==> config.mk <==
export PLATFORM = sky130hd
export DESIGN_NAME = cps_core
export DESIGN_NICKNAME = d
export VERILOG_FILES = /design/src/design/cps_pkg.sv /design/src/design/cps_core.sv /design/src/design/cps_gpr_file.sv
export SDC_FILE = /design/constraint.sdc
export NUM_CORES = 1
export LEC_CHECK = 0
export ABC_AREA = 1
export BUFFER_PORTS_ARGS = -buffer_cell sky130_fd_sc_hd__buf_2
export CORE_ASPECT_RATIO = 2
export CORE_UTILIZATION = 55
export DETAILED_ROUTE_END_ITERATION = 12
export GPL_ROUTABILITY_DRIVEN = 0
export PLACE_DENSITY = 0.75
export SYNTH_ARGS = -nofsm -noshare
export SYNTH_HDL_FRONTEND = slang
export SYNTH_HIERARCHICAL = 1
export SYNTH_SLANG_ARGS = --single-unit
==> constraint.sdc <==
create_clock -name clk -period 2.97 [get_ports clk]
set_clock_uncertainty 0.2 [all_clocks]
set_input_delay 0.594 -clock clk [delete_from_list [all_inputs] [get_ports clk]]
set_output_delay 0.594 -clock clk [all_outputs]
set_load 0.005 [all_outputs]
==> src/design/cps_pkg.sv <==
// Purpose: shared constants for the core counter, flags and file logic
// Assumes: one step_en pulse per instruction cycle
// Notes: widths sized to the largest variant; smaller ones mask bits
package cps_pkg;
  localparam int PC_MAX_W = 11;
  localparam int GPR_DEPTH = 80;
  // file addresses
  localparam logic [4:0] ADDR_INDIRECT_ACCESS_WINDOW = 5'h00;
  localparam logic [4:0] ADDR_TIMER = 5'h01;
  localparam logic [4:0] ADDR_PCL = 5'h02;
  localparam logic [4:0] ADDR_STATUS = 5'h03;
  localparam logic [4:0] ADDR_FSR = 5'h04;
  localparam logic [4:0] ADDR_PORT_A_PINS = 5'h05;
  localparam logic [4:0] ADDR_PORT_B_PINS = 5'h06;
  localparam logic [4:0] ADDR_PORT_C_PINS = 5'h07;
  // status bit positions
  localparam int ST_C = 0;
  localparam int ST_DC = 1;
  localparam int ST_Z = 2;
  localparam int ST_PD = 3;
  localparam int ST_TO = 4;
  localparam int ST_PA0 = 5;
  localparam int ST_PA1 = 6;
  localparam int ST_PA2 = 7;
  // values after reset
  localparam logic [7:0] STATUS_POR = 8'h18;
  localparam logic [5:0] OPTION_RST = 6'h3F;
  localparam logic [7:0] DIRECTION_REGISTERS_RST = 8'hFF;
  localparam logic [7:0] FSR_ONES_PLAIN = 8'hE0;
  localparam logic [7:0] FSR_ONES_BANKED = 8'h80;
  // direction register select codes
  localparam logic [1:0] DIRECTION_REGISTERS_SEL_A = 2'h0;
  localparam logic [1:0] DIRECTION_REGISTERS_SEL_B = 2'h1;
  localparam logic [1:0] DIRECTION_REGISTERS_SEL_C = 2'h2;
  localparam logic [6:0] GPR_BANK_BASE = 7'h10;
endpackage
==> src/design/cps_core.sv <==
// Purpose: program counter, flags, pointer, option and direction logic
// Assumes: decoder gives one step_en per instruction cycle
// Notes: file reads come back one clock after the address is given
`timescale 1ns/1ps
// Notes on behaviour
// RL1 - counter is 9, 10 or 11 bits wide by program memory size
// RL2 - addresses beyond present memory wrap, upper bits dropped
// RL3 - any reset sets every counter bit to one
// RL4 - plain step from the reset vector wraps to address zero
// RL5 - flag-updating writes to status keep flag results, not data
// RL6 - software cannot write the watchdog-expired or sleep-entered flags
// RL7 - status bits 5 and 6 feed counter bits 9 and 10 on loads
// RL8 - every reset clears the page-select bits
// RL9 - counter adds one each cycle unless loaded
// RL10 - jump loads counter bits 8 to 0 from target field
// RL11 - low counter byte is file address 02h, read and write
// RL12 - call or low-byte write loads bits 7 to 0, clears bit 8
// RL13 - carrying across a page leaves page-select bits unchanged
// RL14 - counter bits above 7 have no file address
// RL15 - six-bit prescaler configuration is write-only
// RL16 - configuration-load instruction copies working register into it
// RL17 - every reset sets all six configuration bits
// RL18 - pointer upper bits read one: three unbanked, bit 7 banked
// RL19 - without third port, address 07h is plain data storage
// RL20 - base file splits into 7/25 or 8/24 by third port
// RL21 - banked variants add up to 48 extra data registers
// RL22 - every location reachable directly or through the pointer
// RL23 - unused page-select bits store values but never steer counter
module cps_core #(
  parameter int PC_W = 11,
  parameter bit HAS_PORT_C = 1'b0,
  parameter bit BANKED = 1'b1
) (
  input wire logic clk,
  input wire logic rst_n,
  input wire logic reset_is_por,
  input wire logic step_en,
  input wire logic jump_load,
  input wire logic [8:0] jump_target,
  input wire logic call_load,
  input wire logic [7:0] call_literal,
  input wire logic file_we,
  input wire logic [4:0] file_addr,
  input wire logic [7:0] file_wdata,
  input wire logic [2:0] flag_mask,
  input wire logic [2:0] flag_val,
  input wire logic [7:0] working_reg,
  input wire logic option_load,
  input wire logic direction_registers_load,
  input wire logic [1:0] direction_registers_sel,
  input wire logic evt_wdt_expire,
  input wire logic evt_sleep,
  input wire logic evt_wdt_clear,
  input wire logic [7:0] ext_rd_data,
  output logic [cps_pkg::PC_MAX_W-1:0] pc_out,
  output logic [7:0] status_out,
  output logic [7:0] fsr_out,
  output logic [5:0] option_out,
  output logic [7:0] direction_registers_a_out,
  output logic [7:0] direction_registers_b_out,
  output logic [7:0] direction_registers_c_out,
  output logic [7:0] rd_data_out,
  output logic ext_we_out,
  output logic [4:0] ext_addr_out,
  output logic [7:0] ext_wdata_out
);
  import cps_pkg::*;

  typedef struct packed {
    logic [PC_MAX_W-1:0] pc;
    logic [7:0] status;
    logic [7:0] indirect_pointer;
    logic [5:0] option;
    logic [7:0] direction_registers_a;
    logic [7:0] direction_registers_b;
    logic [7:0] direction_registers_c;
    logic [7:0] rd_data;
    logic ext_we;
    logic [4:0] ext_addr;
    logic [7:0] ext_wdata;
  } cps_state_t;

  // RL1 counter width
  localparam logic [PC_MAX_W-1:0] PC_MASK =
    PC_MAX_W'((32'd1 << PC_W) - 32'd1);
  localparam logic [7:0] FSR_ONES = BANKED ? FSR_ONES_BANKED
                                           : FSR_ONES_PLAIN;

  cps_state_t state_reg;
  cps_state_t state_next;
  logic [6:0] wr_eff;
  logic [6:0] rd_eff;
  logic wr_hit;
  logic pcl_wr;
  logic status_wr;
  logic gpr_we;
  logic [7:0] gpr_rd;
  logic [PC_MAX_W-1:0] page_bits;
  logic [7:0] st_hw;

  // RL22 direct or pointer address
  function automatic logic [6:0] eff_addr(input logic [4:0] a,
                                          input logic [7:0] f);
    logic [4:0] low;
    low = (a == ADDR_INDIRECT_ACCESS_WINDOW) ? f[4:0] : a;
    eff_addr = {(BANKED ? f[6:5] : 2'b00), low};
  endfunction

  // RL19 port C only when fitted
  function automatic logic is_ext(input logic [4:0] a);
    is_ext = (a == ADDR_TIMER) || (a == ADDR_PORT_A_PINS) ||
             (a == ADDR_PORT_B_PINS) || (HAS_PORT_C && (a == ADDR_PORT_C_PINS));
  endfunction

  // RL20 storage above the special slots
  function automatic logic is_gpr(input logic [4:0] a);
    is_gpr = (a > ADDR_PORT_C_PINS) || ((a == ADDR_PORT_C_PINS) && !HAS_PORT_C);
  endfunction

  always_comb begin
    state_next = state_reg;
    state_next.ext_we = 1'b0;
    wr_eff = eff_addr(file_addr, state_reg.indirect_pointer);
    rd_eff = eff_addr(file_addr, state_reg.indirect_pointer);
    // writing the window through a zero pointer does nothing
    wr_hit = step_en && file_we && (wr_eff[4:0] != ADDR_INDIRECT_ACCESS_WINDOW);
    pcl_wr = wr_hit && (wr_eff[4:0] == ADDR_PCL);
    status_wr = wr_hit && (wr_eff[4:0] == ADDR_STATUS);
    gpr_we = wr_hit && is_gpr(wr_eff[4:0]);
    // RL7 RL23 page field, masked to width
    page_bits = {state_reg.status[ST_PA1], state_reg.status[ST_PA0],
                 9'h000} & PC_MASK;

    // hardware events on the reset-status flags
    st_hw = state_reg.status;
    if (evt_wdt_clear) begin
      st_hw[ST_TO] = 1'b1;
      st_hw[ST_PD] = 1'b1;
    end
    if (evt_sleep) begin
      st_hw[ST_TO] = 1'b1;
      st_hw[ST_PD] = 1'b0;
    end
    if (evt_wdt_expire) begin
      st_hw[ST_TO] = 1'b0;
    end

    state_next.status = st_hw;
    // RL6 data never reaches bits 4 and 3
    if (status_wr) begin
      state_next.status[7:5] = file_wdata[7:5];
      state_next.status[2:0] = file_wdata[2:0];
    end
    // RL5 flag results win over data
    for (int i = 0; i < 3; i++) begin
      if (step_en && flag_mask[i]) begin
        state_next.status[i] = flag_val[i];
      end
    end

    if (step_en) begin
      if (jump_load) begin
        // RL10 target field into bits 8:0
        state_next.pc = (page_bits | {2'b00, jump_target}) & PC_MASK;
      end else if (call_load) begin
        // RL12 bit 8 forced low
        state_next.pc = (page_bits | {3'b000, call_literal}) & PC_MASK;
      end else if (pcl_wr) begin
        // RL11 RL12 low byte write is a computed jump
        state_next.pc = (page_bits | {3'b000, file_wdata}) & PC_MASK;
      end else begin
        // RL9 RL2 RL4 RL13 step with wrap; page bits untouched
        state_next.pc = (state_reg.pc + 11'h001) & PC_MASK;
      end
    end

    if (wr_hit && (wr_eff[4:0] == ADDR_FSR)) begin
      state_next.indirect_pointer = file_wdata | FSR_ONES;
    end
    if (wr_hit && is_ext(wr_eff[4:0])) begin
      state_next.ext_we = 1'b1;
      state_next.ext_addr = wr_eff[4:0];
      state_next.ext_wdata = file_wdata;
    end

    // RL16 RL15 configuration loads, no read path
    if (step_en && option_load) begin
      state_next.option = working_reg[5:0];
    end
    if (step_en && direction_registers_load) begin
      case (direction_registers_sel)
        DIRECTION_REGISTERS_SEL_A: state_next.direction_registers_a = working_reg;
        DIRECTION_REGISTERS_SEL_B: state_next.direction_registers_b = working_reg;
        DIRECTION_REGISTERS_SEL_C: state_next.direction_registers_c = working_reg;
        default: state_next.direction_registers_a = state_reg.direction_registers_a;
      endcase
    end

    // RL14 only the low byte has an address
    if (is_ext(rd_eff[4:0])) begin
      state_next.rd_data = ext_rd_data;
    end else if (is_gpr(rd_eff[4:0])) begin
      state_next.rd_data = gpr_rd;
    end else begin
      case (rd_eff[4:0])
        ADDR_PCL: state_next.rd_data = state_reg.pc[7:0];
        ADDR_STATUS: state_next.rd_data = state_reg.status;
        // RL18 unused pointer bits read one
        ADDR_FSR: state_next.rd_data = state_reg.indirect_pointer | FSR_ONES;
        default: state_next.rd_data = 8'h00;
      endcase
    end

    if (!rst_n) begin
      // RL3 RL8 RL17 reset values
      state_next.pc = PC_MASK;
      state_next.status[7:5] = 3'b000;
      if (reset_is_por) begin
        state_next.status[4:0] = STATUS_POR[4:0];
      end else begin
        state_next.status[4:0] = st_hw[4:0];
      end
      state_next.indirect_pointer = FSR_ONES;
      state_next.option = OPTION_RST;
      state_next.direction_registers_a = DIRECTION_REGISTERS_RST;
      state_next.direction_registers_b = DIRECTION_REGISTERS_RST;
      state_next.direction_registers_c = DIRECTION_REGISTERS_RST;
      state_next.rd_data = 8'h00;
      state_next.ext_we = 1'b0;
      state_next.ext_addr = 5'h00;
      state_next.ext_wdata = 8'h00;
    end
  end

  always_ff @(posedge clk) begin
    state_reg <= state_next;
  end

  // RL21 banked data storage
  cps_gpr_file #(
    .DEPTH(GPR_DEPTH)
  ) u_gpr (
    .clk(clk),
    .we(gpr_we && rst_n),
    .wr_addr(wr_eff),
    .wr_data(file_wdata),
    .rd_addr(rd_eff),
    .rd_data(gpr_rd)
  );

  assign pc_out = state_reg.pc;
  assign status_out = state_reg.status;
  // ones are stored with every write and reset, so no gate is needed here
  assign fsr_out = state_reg.indirect_pointer;
  assign option_out = state_reg.option;
  assign direction_registers_a_out = state_reg.direction_registers_a;
  assign direction_registers_b_out = state_reg.direction_registers_b;
  assign direction_registers_c_out = state_reg.direction_registers_c;
  assign rd_data_out = state_reg.rd_data;
  assign ext_we_out = state_reg.ext_we;
  assign ext_addr_out = state_reg.ext_addr;
  assign ext_wdata_out = state_reg.ext_wdata;
endmodule // cps_core

==> src/design/cps_gpr_file.sv <==
// Purpose: general-purpose data storage, base and banked locations
// Assumes: caller resolves the 7-bit file address
// Notes: read is combinational, write on clock edge
`timescale 1ns/1ps
module cps_gpr_file #(
  parameter int DEPTH = cps_pkg::GPR_DEPTH
) (
  input wire logic clk,
  input wire logic we,
  input wire logic [6:0] wr_addr,
  input wire logic [7:0] wr_data,
  input wire logic [6:0] rd_addr,
  output logic [7:0] rd_data
);
  import cps_pkg::*;

  logic [7:0] mem [DEPTH];

  // low 16 locations are common; upper 16 repeat per bank
  function automatic logic [6:0] phys(input logic [6:0] a);
    if (a[4]) begin
      phys = {1'b0, a[6:5], a[3:0]} + GPR_BANK_BASE;
    end else begin
      phys = {3'b000, a[3:0]};
    end
  endfunction

  // contents carry no reset, as ordinary data memory
  always_ff @(posedge clk) begin
    if (we) begin
      mem[phys(wr_addr)] <= wr_data;
    end
  end

  assign rd_data = mem[phys(rd_addr)];
endmodule // cps_gpr_file

==> results.py, run 1 <==
metrics = {
    "setup_path": {
        "path_class": "flop to flop",
        "timing.critical_path.buf_inv": 4,
        "crit_path_top_delay_cell": "dfxtp_1",
        "crit_path_frequent_cell": "nand2_1",
        "crit_fanout": 28,
        "cp.arrival_ns": 3.16,
        "cp_top_family": "simple AND/OR/NAND/NOR gates",
        "end_kind": "flop",
        "crit_chain": "inv_1 > o21bai_4 > buf_12 > buf_12 > buf_4 > nand3_1 > nand3_1 > nand3_1 > nand2_1 > nand2_1 > nand3_1 > nand2_1 > nand2_1 > nand2_1 > a21oi_1 > a21oi_1",
        "start_kind": "flop",
        "slowest_delay_ns": 0.39,
        "cp.required_ns": 3.26,
    },
    "logic_synthesis": {
        "syn_area_mm2": 0.0300,
        "yosysTopAreaCell": "edfxtp_1",
        "synth-seq-cells": 718,
        "yosys.area.top_type_share": 0.644,
        "synth_warnings": 6,
        "synth.avg_cell_area_um2": 11.0,
        "synth_nets": 2792,
        "ys_seq_area_frac": 0.694,
        "synth_area_leaders": "edfxtp_1 64%, nand2_1 10%, nand3_1 9.0%",
        "synthDistinctLibCells": 37,
        "netlist_instances": 2723,
    },
    "route": {
        "totalWireLength_um": 85500,
        "viasPerCell": 6.03,
        "first_iter_violations": 2329,
        "post_drt_wl_per_cell_um": 22.9,
        "drt_pass1_iterations": 6,
        "drcViolationCount": 0,
        "vias": 22476,
        "ant_nets": 0,
    },
    "pwr": {
        "sw_frac_of_total": 0.226,
        "p_int_mw": 16.0,
        "vdd_drop_max_uv": 552,
        "pwr-share-seq": 0.538,
        "finalPower_mw": 20.6,
        "pwr_density_cell_mw_per_mm2": 587,
        "net-switching-power_mw": 4.66,
        "p_clk_frac": 0.379,
        "power_leakage_nw": 13.3,
        "combinationalPowerShare": 0.083,
    },
    "global_route": {
        "grt_pass1_wl_um": 127000,
        "grt_max_degree": 73,
        "overflow": 0,
        "grt_pass1_vias": 22335,
        "grt.total_usage": 0.305,
        "antenna_found_initial": 0,
    },
    "cts": {
        "cts_buffers": 55,
        "clkSinkCount": 718,
        "clk_latency_ns": 0.62,
        "cts-root-buf": "clkbuf_16",
        "cts_buffer_depth": 3,
        "cts_max_level": 2,
        "cts.clk_slew.worst_paths_ns": 0.07,
        "post_cts.repair.setup_buffers": 0,
        "cts_tree": "done",
    },
    "floorplan": {
        "row_count": 120,
        "core_area_mm2": 0.0538,
        "design.die.area_mm2": 0.0555,
        "die_width_um": 167,
        "ioPinCount": 145,
        "die_h_um": 332,
        "initial_utilization": 0.558,
    },
    "job": {
        "cap_viol_max_count": 0,
    },
    "cells_and_area": {
        "drive_above_1_share": 0.172,
        "final_common_cell": "nand2_1",
        "nets": 3082,
        "area_delta_synth_final_pct": 17.0,
        "most-common-layout-cells": "807 x nand2_1, 643 x edfxtp_1, 536 x nand3_1, 206 x nor2_1, 202 x buf_4",
        "antennaDiodeCount": 0,
    },
    "timing": {
        "max_freq_mhz": 348,
        "layout_min_cycle_time_ns": 2.88,
        "finalMaxSlewViolations": 0,
        "worstMarginPinSlew_ns": 0.677,
        "hold_viol": 0,
        "worst_slack_ns": 0.0932,
        "maxSlewHeadroom": 0.549,
        "rsz0062_at_grt": "false",
        "finalCritPeriodShare": 0.969,
        "setup_viol": 0,
    },
    "worst_hold_path": {
        "min_path_type": "input port to flop",
    },
    "placement": {
        "dpl_worst_slack_ns": -0.365,
        "hpwlAfterDp_um": 56600,
        "portBuffers": 143,
    },
    "outcome": {
        "status": "finished clean",
    },
}
==> synthesized netlist by cell type <==
library cell	number
edfxtp_1	643
nor3_1	2
o21bai_4	2
nand3_1	538
o22ai_1	18
xor2_1	5
inv_1	51
nor2_2	3
clkbuf_2	1
nor3_2	2
o21ai_1	21
nand2_1	812
nand3_4	1
nand2_2	1
conb_1	1
and3_1	1
nand4_1	9
o21ai_0	86
inv_2	4
buf_6	32
nand2_4	3
o221ai_1	16
buf_1	3
ha_1	3
dfxtp_1	75
buf_4	15
buf_2	65
xnor2_1	4
nor2_4	8
nor3_4	1
nor2_1	213
inv_4	2
buf_8	1
a21oi_2	1
nand3_2	1
clkbuf_1	41
a21oi_1	38
==> sequential cells by signal, indices dropped and copies added (netlist names), 7 cells and up <==
register and count:
direction_registers_a_out 8, direction_registers_b_out 8, direction_registers_c_out 8, ext_wdata_out 8, fsr_out 7, pc_out 11, rd_data_out 8, status_out 8
u_gpr/mem 640
==> power groups by stage <==
stage               registers [mW]  logic [mW]  clock network, mW
detailed placement            11.3        1.62                  0
global placement              11.3        1.58                  0
global route                  11.1        1.82               8.18
floorplan                     11.3       0.849                  0
finish                        11.1        1.71               7.82
CTS                           11.1        1.64               7.87
==> worst reg2reg max path, delay by kind of cell (launching register included) <==
kind	cells	cell delay (ns)
flip-flops	1	0.39
buffers and inverters	4	0.68
AND/OR/NAND/NOR	9	1.07
AO/OA/AOI/OAI	3	0.42
==> layout make-up <==
| class | count | area, µm² |
|---|---|---|
| Clock inverter | 37 | 397 |
| Timing Repair Buffer | 391 | 3270 |
| Multi-Input combinational cell | 1790 | 8020 |
| Clock buffer | 66 | 1520 |
| Tap cell | 671 | 840 |
| Sequential cell | 718 | 20800 |
| Fill cell | 3857 | 18700 |
| Inverter | 57 | 234 |
==> metal layers <==
metal	part of all wire	up-vias	global-route usage
li1	-	10067	-
met1	0.32	10665	0.323
met2	0.52	1373	0.538
met3	0.078	371	0.0400
met4	0.087	0	0.251
met5	0	-	0
==> metrics by stage <==
step	TNS, ns	instance area, µm²	std cells	utilization	hold WS (ns)
after global routing	0	35100	3730	0.653	0.0375
after floorplan	-48.44	30000	2723	-	0.231
final	0	35100	3730	0.653	0.0312
after detailed placement	-146.81	32900	3620	0.613	0.233
after global placement	-121.58	32900	3620	0.613	0.218
after CTS	0	34900	3725	0.649	0.0168
==> path summary, 6_finish.rpt <==
check	endpoint	depth (start not counted)	slack (ns)	startpoint
worst max-delay path	rd_data_out[7]	16	0.09	fsr_out[1]
worst min-delay path	direction_registers_b_out[6]	3	0.03	working_reg[6]
worst max register to register	rd_data_out[7]	16	0.09	fsr_out[1]
worst min register to register	ext_addr_out[4]	2	0.24	ext_addr_out[4]
==> logic make-up after synthesis <==
group,synth area share
AO/OA/AOI/OAI,0.0342
XOR/XNOR,0.00263
adder cells (fa/ha/maj),0.00125
buffers and inverters,0.0401
flip-flops,0.694
other,0.000125
AND/OR/NAND/NOR,0.228
==> repair_timing <==
action,4_1_cts,5_1_grt
endpoints found under the setup margin,0,319
gates resized for setup,0,20
endpoints found under the hold margin,2,0
hold buffers,2,0
Power figures use the tool's default switching activity.
==> inputs of run 2 (changes only) <==
--- a/config.mk
+++ b/config.mk
@@ -11,7 +11,7 @@
 export CORE_UTILIZATION = 55
 export DETAILED_ROUTE_END_ITERATION = 12
 export GPL_ROUTABILITY_DRIVEN = 0
-export PLACE_DENSITY = 0.75
+export PLACE_DENSITY = 0.73
 export SYNTH_ARGS = -nofsm -noshare
 export SYNTH_HDL_FRONTEND = slang
 export SYNTH_HIERARCHICAL = 1
==> constraint.sdc (replaced) <==
create_clock -name clk -period 2.66 [get_ports clk]
set_clock_uncertainty 0.2 [all_clocks]
set_input_delay 0.532 -clock clk [delete_from_list [all_inputs] [get_ports clk]]
set_output_delay 0.532 -clock clk [all_outputs]
set_load 0.005 [all_outputs]
==> run 2 against run 1 <==
The run now ends with setup timing left. Core utilization up 2.0 points. Count of clock-buffer cells in the layout grew 9. Setup slack worse by 0.12 ns. Power increased by 12%. Clock power is 12% higher. Combinational power is 19% higher. Register-to-register slack lost 0.12 ns. Non-clock buffer count decreased by 32. Cell count is 0.72% lower. Sequential power is 12% higher. Sequential cell count unchanged. Via count up 0.56%. Largest cell class unchanged. Highest routed layer unchanged.
==> results.py, run 2 (synthesized netlist as in run 1, its figures left out) <==
metrics = {
    "pwr": {
        "pwr_density_cell_mw_per_mm2": 640,
        "vdd_drop_max_uv": 733,
        "power_leakage_nw": 13.4,
    },
    "timing": {
        "worst_slack_ns": -0.0261,
        "setup_viol": 1,
        "finalCritPeriodShare": 1.01,
        "max_freq_mhz": 372,
        "worstMarginPinSlew_ns": 0.791,
        "rsz0062_at_grt": "true",
        "maxSlewHeadroom": 0.473,
        "finalMaxSlewViolations": 0,
        "layout_min_cycle_time_ns": 2.69,
        "hold_viol": 0,
    },
    "global_route": {
        "grt_max_degree": 83,
        "grt_pass1_wl_um": 131000,
        "antenna_found_initial": 3,
        "grt.total_usage": 0.317,
        "grt_pass1_vias": 22655,
        "overflow": 0,
    },
    "floorplan": {
        "die_h_um": 332,
        "design.die.area_mm2": 0.0555,
        "die_width_um": 167,
        "row_count": 120,
        "core_area_mm2": 0.0538,
        "initial_utilization": 0.558,
        "ioPinCount": 145,
    },
    "setup_path": {
        "timing.critical_path.buf_inv": 4,
        "crit_path_top_delay_cell": "dfxtp_1",
        "start_kind": "flop",
        "cp_top_family": "simple AND/OR/NAND/NOR gates",
        "crit_chain": "inv_1 > o21bai_4 > buf_12 > buf_6 > buf_4 > nand2_1 > nand3_1 > nand3_1 > nand3_1 > nand2_1 > nand2_1 > nand3_2 > nand2_1 > nand2_1 > nand2_1 > nand2_1 > nand2_1 > nor2_1 > nor2_1",
        "r2r_start": "fsr_out[0]",
        "crit_start": "fsr_out[0]",
        "crit_fanout": 7,
        "crit_path_frequent_cell": "nand2_1",
        "slowest_delay_ns": 0.33,
        "path_class": "flop to flop",
        "cp.required_ns": 3.01,
        "cp.arrival_ns": 3.04,
        "end_kind": "flop",
    },
    "cts": {
        "cts_buffers": 57,
        "clk_latency_ns": 0.62,
        "cts.clk_slew.worst_paths_ns": 0.07,
        "cts_tree": "done",
        "clkSinkCount": 718,
        "cts-root-buf": "clkbuf_16",
        "cts_max_level": 2,
        "cts_buffer_depth": 3,
    },
    "cells_and_area": {
        "area_delta_synth_final_pct": 20.6,
        "fill_cells": 3791,
        "largest_reg_flops": 640,
        "most-common-layout-cells": "796 x nand2_1, 643 x edfxtp_1, 510 x nand3_1, 143 x buf_2, 132 x nor2_1",
        "multi_input_area_mm2": 0.00887,
        "seq_area_mm2": 0.0208,
        "utilization": 0.673,
        "final_cells": 3703,
        "final_common_cell": "nand2_1",
        "drive_above_1_share": 0.197,
        "largest_register": "u_gpr/mem",
        "nets": 3052,
    },
    "route": {
        "totalWireLength_um": 88600,
        "first_iter_violations": 2117,
        "drcViolationCount": 0,
        "viasPerCell": 6.10,
        "vias": 22601,
        "drt_pass1_iterations": 6,
        "ant_nets": 0,
        "post_drt_wl_per_cell_um": 23.9,
    },
    "placement": {
        "portBuffers": 143,
        "hpwlAfterDp_um": 58700,
        "dp_cells": 3568,
    },
    "worst_hold_path": {
        "min_path_type": "input port to flop",
        "hold_start": "ext_rd_data[5]",
    },
    "outcome": {
        "violations": "setup timing",
        "status": "complete, but fails checks",
    },
    "job": {
        "cap_viol_max_count": 0,
    },
}
[run 2: changes by cell type in the layout (fill, tap and decap cells not counted), moves of 5 or more]
cell and delta:
buf_6 +11, nand2_4 +7, clkbuf_1 +9, clkinv_1 -5, dlygate4sd3_1 +10, nand3_1 -26, nor2_2 -8, buf_12 +35
nor2_4 +82, buf_4 -93, nand2_1 -11, nand3_2 +23, nor2_1 -74
[run 2: final timing paths]
| kind | end | slack (ns) | depth (start not counted) |
|---|---|---|---|
| hold reg to reg | ext_addr_out[4] | 0.25 | 2 |
| setup / recovery | rd_data_out[1] | -0.03 | 19 |
| setup reg to reg | rd_data_out[1] | -0.03 | 19 |
| hold / removal | rd_data_out[5] | 0.02 | 3 |
[run 2: what timing repair did]
| item | CTS | global route |
|---|---|---|
| buffers inserted | 0 | 9 |
| hold buffers | 12 | 0 |
| endpoints found under the setup margin | 7 | 340 |
| hold endpoints to repair | 19 | 0 |
| resized for setup | 16 | 56 |
| pin swaps | 1 | 26 |
| gates cloned | 2 | 4 |
[run 2: final cells by class]
class / count / share of cell area
Antenna cell: 3 / 0.000208
Clock buffer: 75 / 0.0439
Clock inverter: 30 / 0.00882
Inverter: 57 / 0.00657
Multi-Input combinational cell: 1790 / 0.245
Sequential cell: 718 / 0.575
Tap cell: 671 / 0.0232
Timing Repair Buffer: 359 / 0.0967
[run 2: per-stage QoR]
| stage | hold WS, ns | power [mW] | area (µm²) | setup WS [ns] | setup TNS, ns |
|---|---|---|---|---|---|
| 4_1_cts | 0.000700 | 23.1 | 35700 | -0.0116 | -0.0116 |
| 6_report | 0.0172 | 23.2 | 36200 | -0.0261 | -0.0261 |
| 5_1_grt | 0.0414 | 23.7 | 36200 | -0.110 | -3.63 |
| 3_3_place_gp | 0.219 | 14.5 | 33500 | -0.601 | -199.94 |
| 3_5_place_dp | 0.236 | 14.5 | 33500 | -0.584 | -232.65 |
| 2_1_floorplan | 0.231 | 13.6 | 30700 | -0.0836 | -21.43 |
[run 2: tightest hold or removal path: cells and delay by family]
kind	cells	cell delay [ns]
AOI/OAI and AO/OA	1	0.08
buffers and inverters	1	0.09
and+or+nand+nor	1	0.09
[run 2: per-layer routing]
metal,track usage,wire [µm]
met5,0,0
met3,0.0440,6340
met4,0.271,7810
met1,0.327,28300
met2,0.562,46100
[run 2: where the power goes]
| group | switching, mW | internal (mW) | leakage [nW] |
|---|---|---|---|
| registers | 0.0506 | 12.3 | 6.39 |
| clock network | 3.95 | 4.80 | 0.918 |
| logic | 1.34 | 0.704 | 6.10 |
| total | 5.34 | 17.8 | 13.4 |
